--- config.mk ---
export PLATFORM = sky130hd
export DESIGN_NAME = rivp_vector_ctrl
export DESIGN_NICKNAME = d
export VERILOG_FILES = /design/src/rivp_pkg.sv /design/src/rivp_prio_enc.sv /design/src/rivp_unlock_guard.sv /design/src/rivp_vector_ctrl.sv
export SDC_FILE = /design/constraint.sdc
export NUM_CORES = 1
export LEC_CHECK = 0
export ABC_AREA = 1
export BUFFER_PORTS_ARGS = -buffer_cell sky130_fd_sc_hd__buf_2
export CORE_UTILIZATION = 43
export DETAILED_ROUTE_END_ITERATION = 7
export PLACE_DENSITY = 0.8
export SLEW_MARGIN = 20
export SYNTH_ARGS = -nofsm -noshare
export SYNTH_HDL_FRONTEND = slang
export SYNTH_SLANG_ARGS = --single-unit
export TNS_END_PERCENT = 100
--- constraint.sdc ---
create_clock -name clock_in -period 2.1 [get_ports clock_in]
set_clock_uncertainty 0.15 [all_clocks]
set_input_delay 0.21 -clock clock_in [delete_from_list [all_inputs] [get_ports clock_in]]
set_output_delay 0.21 -clock clock_in [all_outputs]
set_load 0.01 [all_outputs]
--- src/rivp_pkg.sv ---
// Purpose: Shared constants for the reset and interrupt vector placement block
// Assumes: Word addressed program memory, 16-bit vector addresses
// Notes:   Register offsets are byte addresses of 32-bit words
`default_nettype none

package rivp_pkg;

  // ****************************************************************
  // Sizes
  // ****************************************************************
  localparam int NUM_IRQ = 21;
  localparam int IDX_W   = 5;
  localparam int AW      = 16;
  localparam int DW      = 32;
  localparam int RAW     = 8;
  localparam int EVT_W   = 3;

  // ****************************************************************
  // Vector placement
  // ****************************************************************
  localparam logic [AW-1:0] APP_RESET_ADDR  = 16'h0000;
  localparam logic [AW-1:0] APP_TABLE_BASE  = 16'h0000;
  localparam logic [AW-1:0] BOOT_START_ADDR = 16'h1C00;
  localparam logic [AW-1:0] VEC_STRIDE      = 16'h0002;
  localparam logic          FUSE_PROGRAMMED = 1'b0;
  localparam logic [IDX_W-1:0] FIRST_IRQ_VEC_NUM = 5'h02;

  // ****************************************************************
  // Vector change unlock window, in clock cycles
  // ****************************************************************
  localparam logic [2:0] UNLOCK_CYCLES = 3'h4;

  // ****************************************************************
  // Registers
  // ****************************************************************
  localparam logic [RAW-1:0] REG_MCU_CTRL = 8'h00;
  localparam logic [RAW-1:0] REG_INT_STAT = 8'h04;
  localparam logic [RAW-1:0] REG_INT_MASK = 8'h08;
  localparam logic [RAW-1:0] REG_VEC_STAT = 8'h0C;

  localparam int CTRL_UNLOCK_BIT = 0;
  localparam int CTRL_SELECT_BIT = 1;

  localparam int EVT_TABLE_MOVED    = 0;
  localparam int EVT_UNLOCK_EXPIRED = 1;
  localparam int EVT_VECTOR_TAKEN   = 2;

  localparam int VSTAT_NUM_LSB   = 0;
  localparam int VSTAT_FUSE_BIT  = 8;
  localparam int VSTAT_BLOCK_BIT = 9;

endpackage

`default_nettype wire

--- src/rivp_prio_enc.sv ---
// Purpose: Lowest-index selection among pending interrupt requests
// Assumes: Requests are already gated by their peripheral enables
// Notes:   Purely combinational
`timescale 1ns/1ps
`default_nettype none

module rivp_prio_enc
  import rivp_pkg::*;
(
  input  wire logic [rivp_pkg::NUM_IRQ-1:0] req_in,
  output logic                              any_out,
  output logic [rivp_pkg::IDX_W-1:0]        idx_out
);

  // ****************************************************************
  // Scan from the top so the lowest index wins
  // ****************************************************************
  always_comb
  begin
    any_out = 1'b0;
    idx_out = '0;
    for (int i = NUM_IRQ - 1; i >= 0; i--)
    begin
      if (req_in[i])
      begin
        any_out = 1'b1;
        idx_out = IDX_W'(i);
      end
    end
  end

endmodule

`default_nettype wire

--- src/rivp_unlock_guard.sv ---
// Purpose: Vector change unlock window and interrupt blocking
// Assumes: Select writes are flagged by the caller only while unlocked
// Notes:   Block also covers the cycle in which the unlock is set
`timescale 1ns/1ps
`default_nettype none

module rivp_unlock_guard
  import rivp_pkg::*;
(
  input  wire logic clock_in,
  input  wire logic rst_n_in,
  input  wire logic set_unlock_in,
  input  wire logic select_write_in,
  input  wire logic instr_done_in,
  output logic      unlock_out,
  output logic      block_out,
  output logic      expired_out
);

  logic [2:0] cnt_q;
  logic       unlock_q;
  logic       wait_instr_q;

  assign unlock_out  = unlock_q;
  assign expired_out = unlock_q && !set_unlock_in && !select_write_in && (cnt_q == 3'h1);
  assign block_out   = set_unlock_in || unlock_q || wait_instr_q;

  // ****************************************************************
  // Unlock window
  // ****************************************************************
  always_ff @(posedge clock_in)
  begin
    if (!rst_n_in)
    begin
      unlock_q <= 1'b0;
      cnt_q    <= '0;
    end
    else if (set_unlock_in)
    begin
      unlock_q <= 1'b1;
      cnt_q    <= UNLOCK_CYCLES;
    end
    else if (select_write_in || expired_out)
    begin
      unlock_q <= 1'b0;
      cnt_q    <= '0;
    end
    else if (unlock_q)
    begin
      cnt_q <= cnt_q - 3'h1;
    end
  end

  // ****************************************************************
  // Hold the block until the instruction after the select write ends
  // ****************************************************************
  always_ff @(posedge clock_in)
  begin
    if (!rst_n_in)
      wait_instr_q <= 1'b0;
    else if (select_write_in)
      wait_instr_q <= 1'b1;
    else if (instr_done_in)
      wait_instr_q <= 1'b0;
  end

endmodule

`default_nettype wire

--- src/rivp_vector_ctrl.sv ---
// Purpose: Reset and interrupt vector address generation with table relocation
// Assumes: Inputs synchronous to clock_in; boot section fixed at 2K bytes
// Notes:   Boot fuse is sampled once, in the first cycle after reset release
//
// Operation
// RULE1 - Every reset source goes to vector one, address 0x0000 with fuse unprogrammed.
// RULE2 - External request zero vector sits at table offset 0x0002, vector two.
// RULE3 - Pin change group zero at offset 0x0004, group one at 0x0006.
// RULE4 - Timer two, timer one and timer zero vectors at offsets 0x0008 to 0x0016.
// RULE5 - Serial vectors at offsets 0x0018 through 0x0022.
// RULE6 - Comparator, converter, eeprom and self-program vectors at 0x0024 to 0x002A.
// RULE7 - Programmed fuse starts at boot reset address, unprogrammed at 0x0000.
// RULE8 - With select set, vector address is table offset plus boot start.
// RULE9 - Table base follows select only; reset address follows the fuse only.
// RULE10 - A vector is fetched only when its interrupt is actually taken.
// RULE11 - Boot start 0x1C00; relocated vectors span 0x1C02 to 0x1C2A.
// RULE12 - Unlock then select write within four cycles; unlock self-clears.
// RULE13 - Interrupts blocked from unlock until after the next instruction, else four cycles.
// RULE14 - Among pending requests the lowest vector number is chosen.
// RULE15 - Consecutive vectors are two words apart.
`timescale 1ns/1ps
`default_nettype none

module rivp_vector_ctrl
  import rivp_pkg::*;
(
  input  wire logic                         clock_in,
  input  wire logic                         rst_n_in,
  input  wire logic [rivp_pkg::RAW-1:0]     reg_addr_in,
  input  wire logic [rivp_pkg::DW-1:0]      reg_wdata_in,
  input  wire logic                         reg_we_in,
  input  wire logic                         reg_re_in,
  output logic      [rivp_pkg::DW-1:0]      reg_rdata_out,
  input  wire logic                         boot_reset_select_fuse_in,
  input  wire logic [rivp_pkg::NUM_IRQ-1:0] irq_req_in,
  input  wire logic                         global_ie_in,
  input  wire logic                         core_accept_in,
  input  wire logic                         instr_done_in,
  output logic      [rivp_pkg::AW-1:0]      reset_vector_out,
  output logic                              irq_pending_out,
  output logic      [rivp_pkg::AW-1:0]      vector_addr_out,
  output logic                              vector_valid_out,
  output logic                              vector_table_select_out,
  output logic                              irq_out
);

  // ****************************************************************
  // Vector table, offsets from the table base
  // ****************************************************************
  localparam logic [AW-1:0] VEC_OFS [NUM_IRQ] = '{ // [RULE15]
    16'h0002,                                     // [RULE2]
    16'h0004, 16'h0006,                           // [RULE3]
    16'h0008, 16'h000A, 16'h000C, 16'h000E,       // [RULE4]
    16'h0010, 16'h0012, 16'h0014, 16'h0016,       // [RULE4]
    16'h0018, 16'h001A, 16'h001C, 16'h001E,       // [RULE5]
    16'h0020, 16'h0022,                           // [RULE5]
    16'h0024, 16'h0026, 16'h0028, 16'h002A        // [RULE6]
  };

  function automatic logic hit(input logic [RAW-1:0] addr, input logic [RAW-1:0] ofs);
    hit = (addr == ofs);
  endfunction

  // ****************************************************************
  // State
  // ****************************************************************
  logic                 fuse_q;
  logic                 fuse_cap_q;
  logic                 select_q;
  logic [AW-1:0]        reset_vec_q;
  logic                 pending_q;
  logic [AW-1:0]        vec_addr_q;
  logic                 vec_valid_q;
  logic [IDX_W-1:0]     last_num_q;
  logic [EVT_W-1:0]     stat_q;
  logic [EVT_W-1:0]     mask_q;
  logic                 irq_q;
  logic [DW-1:0]        rdata_q;

  logic                 set_unlock;
  logic                 select_write;
  logic                 unlock;
  logic                 block;
  logic                 expired;
  logic                 any_req;
  logic [IDX_W-1:0]     win_idx;
  logic                 take;
  logic [AW-1:0]        table_base;
  logic [EVT_W-1:0]     evt;
  logic [EVT_W-1:0]     stat_d;
  logic                 ctrl_wr;

  assign reg_rdata_out           = rdata_q;
  assign reset_vector_out        = reset_vec_q;
  assign irq_pending_out         = pending_q;
  assign vector_addr_out         = vec_addr_q;
  assign vector_valid_out        = vec_valid_q;
  assign vector_table_select_out = select_q;
  assign irq_out                 = irq_q;

  // ****************************************************************
  // Boot fuse capture and reset vector
  // ****************************************************************
  always_ff @(posedge clock_in)
  begin
    if (!rst_n_in)
    begin
      fuse_q     <= 1'b1;
      fuse_cap_q <= 1'b0;
    end
    else if (!fuse_cap_q)
    begin
      fuse_q     <= boot_reset_select_fuse_in;
      fuse_cap_q <= 1'b1;
    end
  end

  // Reset address ignores the select bit by design
  always_ff @(posedge clock_in)
  begin
    if (!rst_n_in)
      reset_vec_q <= APP_RESET_ADDR;                                        // [RULE1]
    else if (fuse_q == FUSE_PROGRAMMED)
      reset_vec_q <= BOOT_START_ADDR;                                       // [RULE7] [RULE9]
    else
      reset_vec_q <= APP_RESET_ADDR;                                        // [RULE1] [RULE7]
  end

  // ****************************************************************
  // Control register writes and unlock sequence
  // ****************************************************************
  assign ctrl_wr      = reg_we_in && hit(reg_addr_in, REG_MCU_CTRL);
  assign set_unlock   = ctrl_wr && reg_wdata_in[CTRL_UNLOCK_BIT];               // [RULE12]
  // A select write without a live unlock is dropped
  assign select_write = ctrl_wr && !reg_wdata_in[CTRL_UNLOCK_BIT] && unlock;    // [RULE12]

  always_ff @(posedge clock_in)
  begin
    if (!rst_n_in)
      select_q <= 1'b0;
    else if (select_write)
      select_q <= reg_wdata_in[CTRL_SELECT_BIT];                            // [RULE12]
  end

  rivp_unlock_guard u_guard (
    .clock_in        (clock_in),
    .rst_n_in        (rst_n_in),
    .set_unlock_in   (set_unlock),
    .select_write_in (select_write),
    .instr_done_in   (instr_done_in),
    .unlock_out      (unlock),
    .block_out       (block),
    .expired_out     (expired)
  );

  // ****************************************************************
  // Request selection and vector formation
  // ****************************************************************
  rivp_prio_enc u_prio (
    .req_in  (irq_req_in),
    .any_out (any_req),
    .idx_out (win_idx)
  );

  // Base depends on select only, never on the fuse
  assign table_base = select_q ? BOOT_START_ADDR : APP_TABLE_BASE;          // [RULE8] [RULE9] [RULE11]
  // Global flag is left alone; blocking only masks pending and acceptance
  assign take = core_accept_in && any_req && global_ie_in && !block;        // [RULE10] [RULE13]

  always_ff @(posedge clock_in)
  begin
    if (!rst_n_in)
      pending_q <= 1'b0;
    else
      pending_q <= any_req && global_ie_in && !block;                       // [RULE13]
  end

  always_ff @(posedge clock_in)
  begin
    if (!rst_n_in)
    begin
      vec_addr_q  <= APP_TABLE_BASE;
      vec_valid_q <= 1'b0;
      last_num_q  <= '0;
    end
    else
    begin
      vec_valid_q <= take;                                                  // [RULE10]
      if (take)
      begin
        vec_addr_q <= table_base + VEC_OFS[win_idx];                        // [RULE8] [RULE14]
        last_num_q <= win_idx + FIRST_IRQ_VEC_NUM;
      end
    end
  end

  // ****************************************************************
  // Event status, mask and interrupt line
  // ****************************************************************
  always_comb
  begin
    evt                     = '0;
    evt[EVT_TABLE_MOVED]    = select_write;
    evt[EVT_UNLOCK_EXPIRED] = expired;
    evt[EVT_VECTOR_TAKEN]   = take;
  end

  // New events beat the clear-on-read in the same cycle
  assign stat_d = ((reg_re_in && hit(reg_addr_in, REG_INT_STAT)) ? '0 : stat_q) | evt;

  always_ff @(posedge clock_in)
  begin
    if (!rst_n_in)
      stat_q <= '0;
    else
      stat_q <= stat_d;
  end

  always_ff @(posedge clock_in)
  begin
    if (!rst_n_in)
      mask_q <= '0;
    else if (reg_we_in && hit(reg_addr_in, REG_INT_MASK))
      mask_q <= reg_wdata_in[EVT_W-1:0];
  end

  always_ff @(posedge clock_in)
  begin
    if (!rst_n_in)
      irq_q <= 1'b0;
    else
      irq_q <= |(stat_d & mask_q);
  end

  // ****************************************************************
  // Register read port
  // ****************************************************************
  always_ff @(posedge clock_in)
  begin
    if (!rst_n_in)
      rdata_q <= '0;
    else if (!reg_re_in)
      rdata_q <= '0;
    else if (hit(reg_addr_in, REG_MCU_CTRL))
      rdata_q <= DW'({select_q, unlock});
    else if (hit(reg_addr_in, REG_INT_STAT))
      rdata_q <= DW'(stat_q);
    else if (hit(reg_addr_in, REG_INT_MASK))
      rdata_q <= DW'(mask_q);
    else if (hit(reg_addr_in, REG_VEC_STAT))
    begin
      rdata_q                                 <= '0;
      rdata_q[VSTAT_NUM_LSB +: IDX_W]         <= last_num_q;
      rdata_q[VSTAT_FUSE_BIT]                 <= fuse_q;
      rdata_q[VSTAT_BLOCK_BIT]                <= block;
    end
    else
      rdata_q <= '0;
  end

  // ****************************************************************
  // Assertions
  // ****************************************************************
  property p_reset_app;
    @(posedge clock_in) disable iff (!rst_n_in)
    fuse_cap_q && fuse_q |=> reset_vector_out == 16'h0000;
  endproperty
  a_reset_app: assert property (p_reset_app) // [RULE1]
    else $error("reset vector not zero with fuse unprogrammed");

  property p_reset_boot;
    @(posedge clock_in) disable iff (!rst_n_in)
    fuse_cap_q && !fuse_q |=> reset_vector_out == 16'h1C00;
  endproperty
  a_reset_boot: assert property (p_reset_boot) // [RULE7]
    else $error("reset vector not boot address with fuse programmed");

  property p_reset_indep;
    @(posedge clock_in) disable iff (!rst_n_in)
    fuse_cap_q ##1 $changed(select_q) |-> $stable(reset_vector_out);
  endproperty
  a_reset_indep: assert property (p_reset_indep) // [RULE9]
    else $error("reset vector moved with select bit");

  property p_external_irq_zero_addr;
    @(posedge clock_in) disable iff (!rst_n_in)
    take && win_idx == 5'h00 |=>
      vector_addr_out == ($past(select_q) ? 16'h1C02 : 16'h0002);
  endproperty
  a_external_irq_zero_addr: assert property (p_external_irq_zero_addr) // [RULE2]
    else $error("external request zero vector misplaced");

  property p_serial_addr;
    @(posedge clock_in) disable iff (!rst_n_in)
    take && win_idx == 5'h0B && !select_q |=> vector_addr_out == 16'h0018;
  endproperty
  a_serial_addr: assert property (p_serial_addr) // [RULE5]
    else $error("serial transfer vector misplaced");

  property p_boot_span;
    @(posedge clock_in) disable iff (!rst_n_in)
    take && select_q |=> vector_addr_out >= 16'h1C02 && vector_addr_out <= 16'h1C2C;
  endproperty
  a_boot_span: assert property (p_boot_span) // [RULE11]
    else $error("relocated vector outside boot table");

  property p_fetch_only_taken;
    @(posedge clock_in) disable iff (!rst_n_in)
    !take |=> !vector_valid_out;
  endproperty
  a_fetch_only_taken: assert property (p_fetch_only_taken) // [RULE10]
    else $error("vector presented without accepted interrupt");

  property p_unlock_expire;
    @(posedge clock_in) disable iff (!rst_n_in)
    set_unlock ##1 (!set_unlock)[*4] |=> !unlock;
  endproperty
  a_unlock_expire: assert property (p_unlock_expire) // [RULE12]
    else $error("unlock held past four cycles");

  property p_block;
    @(posedge clock_in) disable iff (!rst_n_in)
    set_unlock |-> !take ##1 !irq_pending_out;
  endproperty
  a_block: assert property (p_block) // [RULE13]
    else $error("interrupt accepted during unlock");

  property p_lowest;
    @(posedge clock_in) disable iff (!rst_n_in)
    take |-> (irq_req_in & NUM_IRQ'((22'h1 << win_idx) - 22'h1)) == '0;
  endproperty
  a_lowest: assert property (p_lowest) // [RULE14]
    else $error("higher vector chosen over lower pending one");

  property p_stride;
    @(posedge clock_in) disable iff (!rst_n_in)
    take |=> vector_addr_out ==
      $past(table_base) + VEC_STRIDE + AW'({$past(win_idx), 1'b0});
  endproperty
  a_stride: assert property (p_stride) // [RULE15] [RULE8]
    else $error("vector spacing not two words");

  c_relocated_take: cover property (@(posedge clock_in) disable iff (!rst_n_in)
    take && select_q);
  c_select_moved: cover property (@(posedge clock_in) disable iff (!rst_n_in)
    set_unlock ##[1:4] select_write);
  c_unlock_expired: cover property (@(posedge clock_in) disable iff (!rst_n_in)
    expired);

endmodule

`default_nettype wire

Word level (Yosys, flattened, before mapping)
Memories as Yosys holds them, arrays and structs flattened.
Cells that the tools add are included.
{"block": "totals", "reg_bits": 61, "latchBits": 0, "ramBits": 0, "rom_bits": 512, "in_bits": 69, "out_inout_bits": 68, "word_cells": 122, "mem_count": 1}
{"block": "classes", "addsub": 3, "mul": 0, "div_mod_pow": 0, "magnitude_cmp": 1, "eq_ne": 4, "n_shift": 0, "muxes": 59, "n_bitwise": 6, "reduce_logical": 30}
{"memory": "(no name shown)", "words": 32, "width": 16, "rd": 1, "rd_clocked_by_memory_dff": 0, "write_ports": 0, "line": "rivp_vector_ctrl.sv:191", "rtl": "vec_addr_q <= table_base + VEC_OFS[win_idx];"}
{"operator": "5-bit 2-to-1 mux", "n": 21}
{"operator": "16-bit 2-to-1 mux", "n": 2}
{"operator": "1-bit 2-to-1 mux", "n": 26}
{"operator": "13-bit 2-to-1 mux", "n": 2}
{"operator": "3-bit 2-to-1 mux", "n": 7}
{"operator": "13-bit by 16-bit adder with 16-bit output", "n": 1}
{"operator": "8-bit by 4-bit == test with 1-bit output (second input constant)", "n": 2}
{"operator": "1-bit logical AND", "n": 14}
{"operator": "3-bit OR reduction", "n": 3}
{"operator": "8-bit by 3-bit == test with 1-bit output (second input constant)", "n": 1}
{"operator": "8-bit zero test", "n": 1}
{"operator": "6-bit >= comparator (second input constant)", "n": 1}
{"operator": "5-bit NOT with 6-bit output", "n": 1}
{"operator": "6-bit OR reduction", "n": 1}
{"operator": "5-bit by 2-bit adder with 5-bit output (second input constant)", "n": 1}
{"operator": "1-bit zero test", "n": 4}
{"operator": "2-bit nonzero test", "n": 2}
{"operator": "3-bit bitwise AND", "n": 1}
{"operator": "3-bit by 1-bit == test with 1-bit output (second input constant)", "n": 1}
{"operator": "1-bit logical OR", "n": 3}
{"operator": "1-bit NOT", "n": 3}
{"operator": "3-bit OR", "n": 1}
{"operator": "3-bit nonzero test", "n": 1}
{"operator": "3-bit by 1-bit subtractor with 3-bit output (second input constant)", "n": 1}
{"operator": "2 further kinds", "n": 2}

Longest topological paths before layout
Gate-level depths: netlist of run 1.
{"block": "depth", "word_depth": 27, "mapped_depth": 25, "mapped_depth_nobuf": 25}

By module
Synthesis of run 1 repeated with hierarchy kept, for this count alone.
{"block": "hier_totals", "hier_cells": 338, "hier_area_um2": 2333.5}
{"mod": "rivp_vector_ctrl", "n_inst": 1, "cells_per_inst": 231, "area_each_um2": 1781.7, "seq_area_each_um2": 620.6}
{"mod": "rivp_prio_enc", "n_inst": 1, "cells_per_inst": 66, "area_each_um2": 277.8, "seq_area_each_um2": 0.0}
{"mod": "rivp_unlock_guard", "n_inst": 1, "cells_per_inst": 41, "area_each_um2": 274.0, "seq_area_each_um2": 100.1}

Worst setup path before layout of run 1
OpenSTA, ideal clock, no wires.
{"block": "synth_path", "path_type": "input-to-reg", "start": "in irq_req_in[18] (netlist bit)", "end": "reg vec_addr_q[4], in the netlist vector_addr_out[4]", "setup_time_ns": 0.132, "arrival_time_ns": 1.673, "t_required_ns": 1.818, "setup_slack_ns": 0.145, "cell_stages": 25, "n_path_buf": 0, "path_cell_list": "inv_1 > nand2_1 > nand2_1 > nand2_1 > nand2_1 > nand2_1 > nand2_1 > nand2_1 > nand2_1 > nand2_1 > nand2_1 > nand2_1 > nand2_1 > nand2_1 > nand2_1 > nand2_1 > nand2_1 > nand2_1 > a21oi_1 > ha_1 > inv_1 > nor2_1 > a211oi_2 > o21ai_1 > a21oi_1"}
{"block": "synth_between", "elab_chain_len": 24, "elab_cells_between_ends": 46, "cone_classes": "add/sub (1); mux (40); bitwise (1); reduce/logical (3); memory (1)"}
{"element": "start, declared", "line": "rivp_vector_ctrl.sv:35", "rtl": "input wire logic [rivp_pkg::NUM_IRQ-1:0] irq_req_in,"}
{"element": "5-bit 2-to-1 mux (19 in series)", "line": "rivp_prio_enc.sv:24", "rtl": "if (req_in[i])"}
{"element": "net u_prio.idx_out (one bit)", "line": "rivp_prio_enc.sv:12", "rtl": "output logic [rivp_pkg::IDX_W-1:0] idx_out"}
{"element": "5-bit NOT with 6-bit output (implied by the code)", "line": "rivp_vector_ctrl.sv:191"}
{"element": "memory read 32 x 16 bit"}
{"element": "16-bit 2-to-1 mux (implied by the code) (2 in series)", "line": "rivp_vector_ctrl.sv:191"}
{"element": "13-bit by 16-bit adder with 16-bit output", "line": "rivp_vector_ctrl.sv:191"}
{"element": "end signal, assigned", "line": "rivp_vector_ctrl.sv:191"}
{"element": "end, declared", "line": "rivp_vector_ctrl.sv:72", "rtl": "logic [AW-1:0] vec_addr_q;"}
The timed path passes the listed nets, and every way through them passes these cells. The select of a mux whose other input is x is not followed.
A chain may end at the register's enable or synchronous reset.

Final worst setup path of run 1
Ends and elaborated chain as after synthesis.

==> flow_metrics.tcl, run 1 <==
set metrics [dict create \
    holdBufCountCts 0 \
    hold_path.class "in2reg" \
    yosysTopAreaCell "dfxtp_1" \
    ys_warn_count 0 \
    synth-seq-cells 36 \
    grt_max_degree 17 \
    firstDrtPassIters 4 \
    critical_path_arrival_ns 2.04 \
    grtUsageTotal_pct 16.88 \
    cellPowerDensity_mw_per_mm2 591.7 \
    post-route-min-period_ns 1.977 \
    io_buffer_count 61 \
    finalHoldViolCount 0 \
    rsz0062_at_grt "true" \
    die_y_um 74.23 \
    clk_path_buf_depth 2 \
    cts_buffers 5 \
    synth_top_cell_area_share_pct 32.12 \
    synthTopCellsByArea "dfxtp_1 32%, buf_4 17%, nand2_1 8.4%" \
    slowest_stage "a211oi_2" \
    coreArea_mm2 0.004880 \
    cp_max_fo 2 \
    final_max_slew_viol_count 0 \
    initial_core_util_pct 45.97 \
    status "finished, final reports clean" \
    grt_pass1_wl_um 7058 \
    start_kind "primary input" \
    grt_antenna_before_repair 0 \
    clk_pin_slew_worst_paths_ns 0.07 \
    cts_root_buffer "clkbuf_8" \
    finalCoreUtilization_pct 52.92 \
    worstSetupEndpointType "register" \
    post-place-ws_ns -0.1652 \
    diodes 0 \
    max_freq_ghz 0.5059 \
    holdWs_ns 0.01172 \
    crit_top_cell "nand2_1" \
    postRouteAntennaNets 0 \
    vias_per_cell 4.401 \
    area_delta_synth_final_pct 15.11 \
    overflow 0 \
    wire_per_inst_um 9.732 \
    slowest_delay_ns 0.24 \
    setup_ws_ns 0.1233 \
    route.detailed.drc 0 \
    crit_required_ns 2.16 \
    cp_top_family "simple AND/OR/NAND/NOR gates" \
    pin_count 137 \
    post-route-period-util_pct 94.13 \
    ys_seq_area_share_pct 32.12 \
    post_cts_buffers 0 \
    routabilityCongestion 0.8839 \
    final_layout_size_suffix_gt1_share_pct 27.81 \
    die_w_um 74.23 \
    worstMarginPinSlew_ns 0.5457 \
    fin_nets 446 \
    dp_hpwl_um 3462 \
    synth_area_per_cell_um2 7.355 \
    drt_iter0_markers 113 \
    dr_total_vias 1941 \
    synth_area_mm2 0.002243 \
    rows 25 \
    setup_viol 0 \
    dieArea_mm2 0.005510 \
    cts_sinks 36 \
    peakVddDrop_v 0.0003022 \
    htree_num_levels 2 \
    leakagePower_nw 1.384 \
    grt_pass1_vias 1659 \
    worstSkewPairLatency_ns 0.29 \
    finalSetupTns_ns 0 \
    synth_cells 305 \
    criticalPathCategory "in2reg" \
    drt_wl_total_um 4292 \
    maxCapViolations 0 \
    cts_tree "done" \
    path_buf_inv 3 \
    max_slew_margin_pct 63.58 \
    ys_types 39 \
    cts_resized 0 \
]
[Yosys cell counts (all sizes together)]
library cell,number
o21ai,16
o311ai,1
a21oi,19
nor4,4
or2,1
clkbuf,1
a31oi,1
a2111oi,1
nor2,31
a211oi,2
dfxtp,36
a41oi,1
nand2,55
a22o,2
buf,52
nor3,5
nand3,12
ha,4
xnor2,1
o211ai,1
conb,1
a31o,1
xor2,2
inv,52
a221o,1
nand4,2
[worst paths after layout]
path | end | slack [ns] | start | cells past startpoint
min reg2reg | fuse_q | 0.28 | fuse_cap_q | 1
max | vector_addr_out[4] | 0.12 | irq_req_in[18] | 26
max reg2reg | vector_addr_out[4] | 0.32 | u_guard.unlock_out | 7
min | u_guard.wait_instr_q | 0.01 | instr_done_in | 4
[metal layers]
metal  vias up  global-route usage (%)  routed length (µm)  part of all wire (%)
li1       1000                       -                   -                     -
met4         0                   6.918                 102                   2.4
met2        71                   28.99                2171                    51
met1       859                   19.55                1704                    40
met5         -                       0                   0                     0
met3        11                   5.149                 313                   7.3
[where the power goes]
part,leakage (nW),switching (mW),internal [mW]
sequential,0.293,0.00973,0.701
combinational,1.04,0.138,0.0765
clock,0.0541,0.252,0.351
[per-stage QoR]
step / instances / total power, mW / area (µm²)
floorplan: 350 / 0.9236 / 2412
global placement: 433 / 0.9327 / 2462
detailed placement: 433 / 0.9382 / 2462
CTS: 441 / 1.531 / 2574
global route: 441 / 1.602 / 2582
finish: 441 / 1.528 / 2582
[cells by family after synthesis]
family | synth area share (%)
buf+inv | 26.49
other cells | 0.1672
compound gates | 12.61
fa+ha+maj | 2.231
simple gates | 25.21
flops | 32.12
xor+xnor | 1.171
[registers in the layout, indices dropped and copies added, names as in the netlist, 3 cells and up]
| signal | flops |
|---|---|
| reg_rdata_out | 7 |
| u_guard.cnt_q | 3 |
| stat_q | 3 |
| mask_q | 3 |
| vector_addr_out | 6 |
| last_num_q | 5 |
[placed cells by master, fill, tap and decap left out, types with 3 or more instances in the layout]
master | Yosys | layout
clkbuf_8 | 0 | 5
ha_1 | 4 | 3
inv_1 | 49 | 47
o21ai_0 | 14 | 14
nand2_1 | 50 | 50
nor2_4 | 3 | 3
nand3_1 | 11 | 11
dfxtp_1 | 36 | 36
conb_1 | 1 | 46
nand2_2 | 5 | 5
nor2_1 | 27 | 26
a21oi_1 | 18 | 17
nor3_1 | 4 | 4
inv_2 | 3 | 5
buf_4 | 50 | 8
buf_2 | 1 | 61
[cell type report]
class	instances	area, µm²
clock buffers	5	68.82
clock inverters	3	42.54
fillers	477	2297
well taps	67	83.83
flip-flops and latches	36	720.7
multi-input cells	209	1106
repair buffers	69	365.4
inverters	52	195.2
[worst reg2reg max path: cells and delay by family, from the launching register on]
kind | cells | cell delay [ns]
and+or+nand+nor | 3 | 0.47
buffers and inverters | 1 | 0.15
AOI/OAI and AO/OA | 3 | 0.55
DFF | 1 | 0.38
(Power assumes the default switching activity.)
==> run 2, diff against run 1 <==
- REMOVE_ABC_BUFFERS: not set -> 1
==> flow_metrics.tcl, run 2 (synthesis results as in run 1) <==
set metrics [dict create \
    route.detailed.drc 0 \
    mostFrequentLayoutCells "61 x buf_2, 49 x nand2_1, 48 x inv_1, 46 x conb_1, 36 x dfxtp_1" \
    area_delta_synth_final_pct 14.95 \
    peakVddDrop_v 0.0003467 \
    fin_cells 440 \
    grt_antenna_before_repair 0 \
    crit_required_ns 2.17 \
    clk_pin_slew_worst_paths_ns 0.07 \
    max_slew_margin_pct 63.71 \
    cts_root_buffer "clkbuf_8" \
    holdBufCountCts 0 \
    vias_per_cell 4.407 \
    dp_hpwl_um 3413 \
    worstSkewPairLatency_ns 0.29 \
    clk_path_buf_depth 2 \
    rows 25 \
    final_layout_size_suffix_gt1_share_pct 27.35 \
    grt_max_degree 17 \
    dp.cells 432 \
    drt_wl_total_um 4321 \
    start_kind "primary input" \
    overflow 0 \
    cts_tree "done" \
    dr_total_vias 1939 \
    wire_per_inst_um 9.820 \
    htree_num_levels 2 \
    coreArea_mm2 0.004880 \
    post-route-cell-area_mm2 0.002579 \
    initial_core_util_pct 45.97 \
    fin_nets 445 \
    worstMarginPinSlew_ns 0.5438 \
    final_max_slew_viol_count 0 \
    final_common_cell "buf_2" \
    finalHoldViolCount 0 \
    worstSetupEndpointType "register" \
    routabilityCongestion 0.8106 \
    dieArea_mm2 0.005510 \
    critical_path_arrival_ns 1.92 \
    cts_sinks 36 \
    diodes 0 \
    io_buffer_count 61 \
    cp_max_fo 2 \
    maxCapViolations 0 \
    leakagePower_nw 1.382 \
    die_y_um 74.23 \
    finalSetupTns_ns 0 \
    grtUsageTotal_pct 16.57 \
    post-route-min-period_ns 1.857 \
    status "finished, final reports clean" \
    hold_path.class "in2reg" \
    cts_buffers 5 \
    pin_count 137 \
    setup_viol 0 \
    cellPowerDensity_mw_per_mm2 589.1 \
    cts_resized 0 \
    criticalPathCategory "in2reg" \
    post_cts_buffers 0 \
    drt_iter0_markers 98 \
    finalPower_mw 1.519 \
    max_freq_ghz 0.5385 \
    largest_reg_flops 7 \
    post-route-period-util_pct 88.42 \
    die_w_um 74.23 \
    place_area_mm2 0.002455 \
    grt_pass1_vias 1782 \
    firstDrtPassIters 4 \
    postRouteAntennaNets 0 \
    grt_pass1_wl_um 7058 \
]
==> run 2: changes by cell type in the layout (fill, tap and decap cells not counted) <==
cell        change
nor2_4          +1
inv_1           +1
nand2_2         +1
buf_4           -1
inv_2           -1
clkbuf_1        +1
nand2_1         -1
nor2_2          -1
clkinvlp_4      -1
==> run 2: final timing paths <==
kind	startpoint	end	slack (ns)	depth (start not counted)
max	irq_req_in[17]	vector_addr_out[4]	0.24	25
min reg2reg	fuse_q	reset_vector_out[11]	0.29	1
min	instr_done_in	u_guard.wait_instr_q	0.02	4
max reg2reg	u_guard.unlock_out	vector_addr_out[1]	0.40	8
==> run 2: power by group <==
group,total (mW),internal [mW],switching [mW]
Clock,0.594,0.352,0.242
Sequential,0.710,0.701,0.00917
Combinational,0.215,0.0754,0.139
Total,1.52,1.13,0.391
==> run 2: through the flow <==
| stage | utilization (%) | hold WS [ns] | worst slack, ns |
|---|---|---|---|
| after CTS | 52.51 | 0.01856 | 0.1737 |
| after global placement | 50.31 | 0.2695 | -0.1165 |
| final | 52.85 | 0.02100 | 0.2431 |
| after global routing | 52.85 | 0.03583 | -0.02865 |
| after detailed placement | 50.31 | 0.2778 | -0.1315 |
| after floorplan | - | 0.08772 | 0.1387 |
==> run 2: worst max-delay path: stages <==
cell,delay (ns)
buf_2,0.11
inv_1,0.06
nand2_1,0.05
nand2_1,0.05
nand2_1,0.04
nand2_1,0.05
nand2_1,0.04
nand2_1,0.05
nand2_1,0.04
nand2_1,0.05
nand2_1,0.04
nand2_1,0.05
nand2_1,0.04
nand2_1,0.05
nand2_1,0.04
nand2_1,0.05
nand2_1,0.06
nand2_2,0.07
a21oi_2,0.05
ha_2,0.18
inv_2,0.07
nor2_4,0.04
a211oi_2,0.20
o21ai_1,0.10
a21oi_1,0.13
==> run 2: area by class of cell <==
type | instances | area (µm²)
fill | 479 | 2301
multi-input combinational | 209 | 1114
sequential | 36 | 720.7
timing repair buffer | 68 | 357.8
inverter | 52 | 195.2
tap | 67 | 83.83
clock buffer | 6 | 72.57
clock inverter | 2 | 35.03
==> run 2: routing by layer <==
layer  track usage [%]  vias to the layer above  wire length (µm)
met5                 0                        -                 0
met2             30.61                       83              2104
li1                  -                      999                 -
met4             8.176                        0               127
met1             17.18                      844              1780
met3             4.607                       13               307
==> run 3, diff against run 2 <==
- CORE_ASPECT_RATIO: not set -> 2
- CTS_CLUSTER_SIZE: not set -> 28
==> flow_metrics.tcl, run 3 (synthesis results as in run 1) <==
set metrics [dict create \
    criticalPathCategory "in2reg" \
    drt_iter0_markers 49 \
    clk_pin_slew_worst_paths_ns 0.07 \
    vias_per_cell 4.614 \
    hold_path.class "in2reg" \
    peakVddDrop_v 0.0003827 \
    io_buffer_count 61 \
    post-route-period-util_pct 92.65 \
    firstDrtPassIters 4 \
    maxCapViolations 0 \
    fin_nets 450 \
    cts_sinks 36 \
    fillers 506 \
    slowest_stage "a211oi_2" \
    diodes 0 \
    status "finished, final reports clean" \
    setup_viol 0 \
    regArea_um2 720.7 \
    multiInputGateArea_mm2 0.001119 \
    route.detailed.drc 0 \
    initial_core_util_pct 45.28 \
    cts_buffers 5 \
    leakagePower_nw 1.400 \
    finalHoldViolCount 0 \
    area_delta_synth_final_pct 16.56 \
    cp_max_fo 2 \
    dp_hpwl_um 3618 \
    place_area_mm2 0.002472 \
    drt_wl_total_um 4439 \
    final_layout_size_suffix_gt1_share_pct 28.84 \
    cts_tree "done" \
    rsz0062_at_grt "true" \
    worstSkewPairLatency_ns 0.29 \
    largest_reg_flops 7 \
    post-route-cell-area_mm2 0.002615 \
    final_max_slew_viol_count 0 \
    wire_per_inst_um 10.20 \
    slowest_delay_ns 0.24 \
    rows 36 \
    cellPowerDensity_mw_per_mm2 552.2 \
    worstSetupEndpointType "register" \
    crit_top_cell "nand2_1" \
    crit_required_ns 2.16 \
    dieArea_mm2 0.005528 \
    grtUsageTotal_pct 17.90 \
    routabilityCongestion 0.8853 \
    dr_total_vias 2007 \
    max_freq_ghz 0.5140 \
    start_kind "primary input" \
    die_y_um 104.2 \
    finalPower_mw 1.444 \
    grt_max_degree 17 \
    critical_path_arrival_ns 2.01 \
    die_w_um 53.08 \
    clk_path_buf_depth 2 \
    mostFrequentLayoutCells "58 x buf_2, 48 x nand2_1, 46 x inv_1, 46 x conb_1, 36 x dfxtp_1" \
    grt_antenna_before_repair 0 \
    pin_count 137 \
    final_common_cell "buf_2" \
    grt_pass1_wl_um 7286 \
    coreArea_mm2 0.004955 \
    max_slew_margin_pct 60.97 \
    overflow 0 \
    worstMarginPinSlew_ns 0.5849 \
    grt_pass1_vias 1860 \
    postRouteAntennaNets 0 \
    cts_root_buffer "clkbuf_8" \
    htree_num_levels 2 \
    post-route-min-period_ns 1.946 \
]
==> run 3: changes by cell type in the layout (fill, tap and decap cells not counted), moves of 2 or more <==
cell	delta
inv_1	-2
buf_4	+4
buf_2	-3
buf_6	+3
==> run 3: layout make-up <==
class,instances,share of cell area [%]
clock buffer,8,3.445
multi-input combinational,209,42.77
sequential,36,27.56
timing repair buffer,73,15.93
inverter,52,7.560
tap,57,2.727
==> run 3: power breakdown <==
group          total, mW  internal [mW]  switching [mW]
combinational      0.231         0.0864           0.145
sequential         0.710          0.701         0.00921
clock              0.503          0.267           0.235
==> run 3: final timing paths <==
check                            start            endpoint  slack [ns]  depth (start not counted)
max                     irq_req_in[19]  vector_addr_out[4]        0.15                         25
min          boot_reset_select_fuse_in              fuse_q        0.02                          3
max reg2reg         u_guard.unlock_out  vector_addr_out[4]        0.37                          7
min reg2reg                 fuse_cap_q              fuse_q        0.29                          1
==> run 3: critical path, delay by kind of cell <==
kind                     cells  cell delay, ns
AND/OR/NAND/NOR             18            0.92
adder cells (fa/ha/maj)      1            0.19
buffers and inverters        2            0.15
AO/OA/AOI/OAI                4            0.55
==> run 3: layer usage <==
layer	part of all wire, %	up-vias	wire length [µm]	global-route usage [%]
li1	-	1010	-	-
met1	34	896	1490	15.88
met2	57	89	2512	33.00
met3	5.7	12	253	3.070
met4	4.1	0	182	12.78
met5	0	-	0	0
==> run 3: repair_timing <==
action	CTS	global route
hold endpoints to repair	1	0
hold buffers	1	0
setup endpoints to repair	0	3
gates resized for setup	0	14
setup buffers	0	0
==> run 3: stage by stage <==
| stage | setup TNS, ns | hold slack, ns | utilization, % | worst slack (ns) | std cells |
|---|---|---|---|---|---|
| floorplan | 0 | 0.08772 | - | 0.1387 | 297 |
| global placement | -0.3922 | 0.2467 | 49.90 | -0.2065 | 426 |
| detailed placement | -0.5282 | 0.2516 | 49.90 | -0.2527 | 426 |
| CTS | 0 | 0.01885 | 51.92 | 0.04863 | 435 |
| global route | -0.1342 | 0.04181 | 52.78 | -0.1057 | 435 |
| finish | 0 | 0.01912 | 52.78 | 0.1543 | 435 |
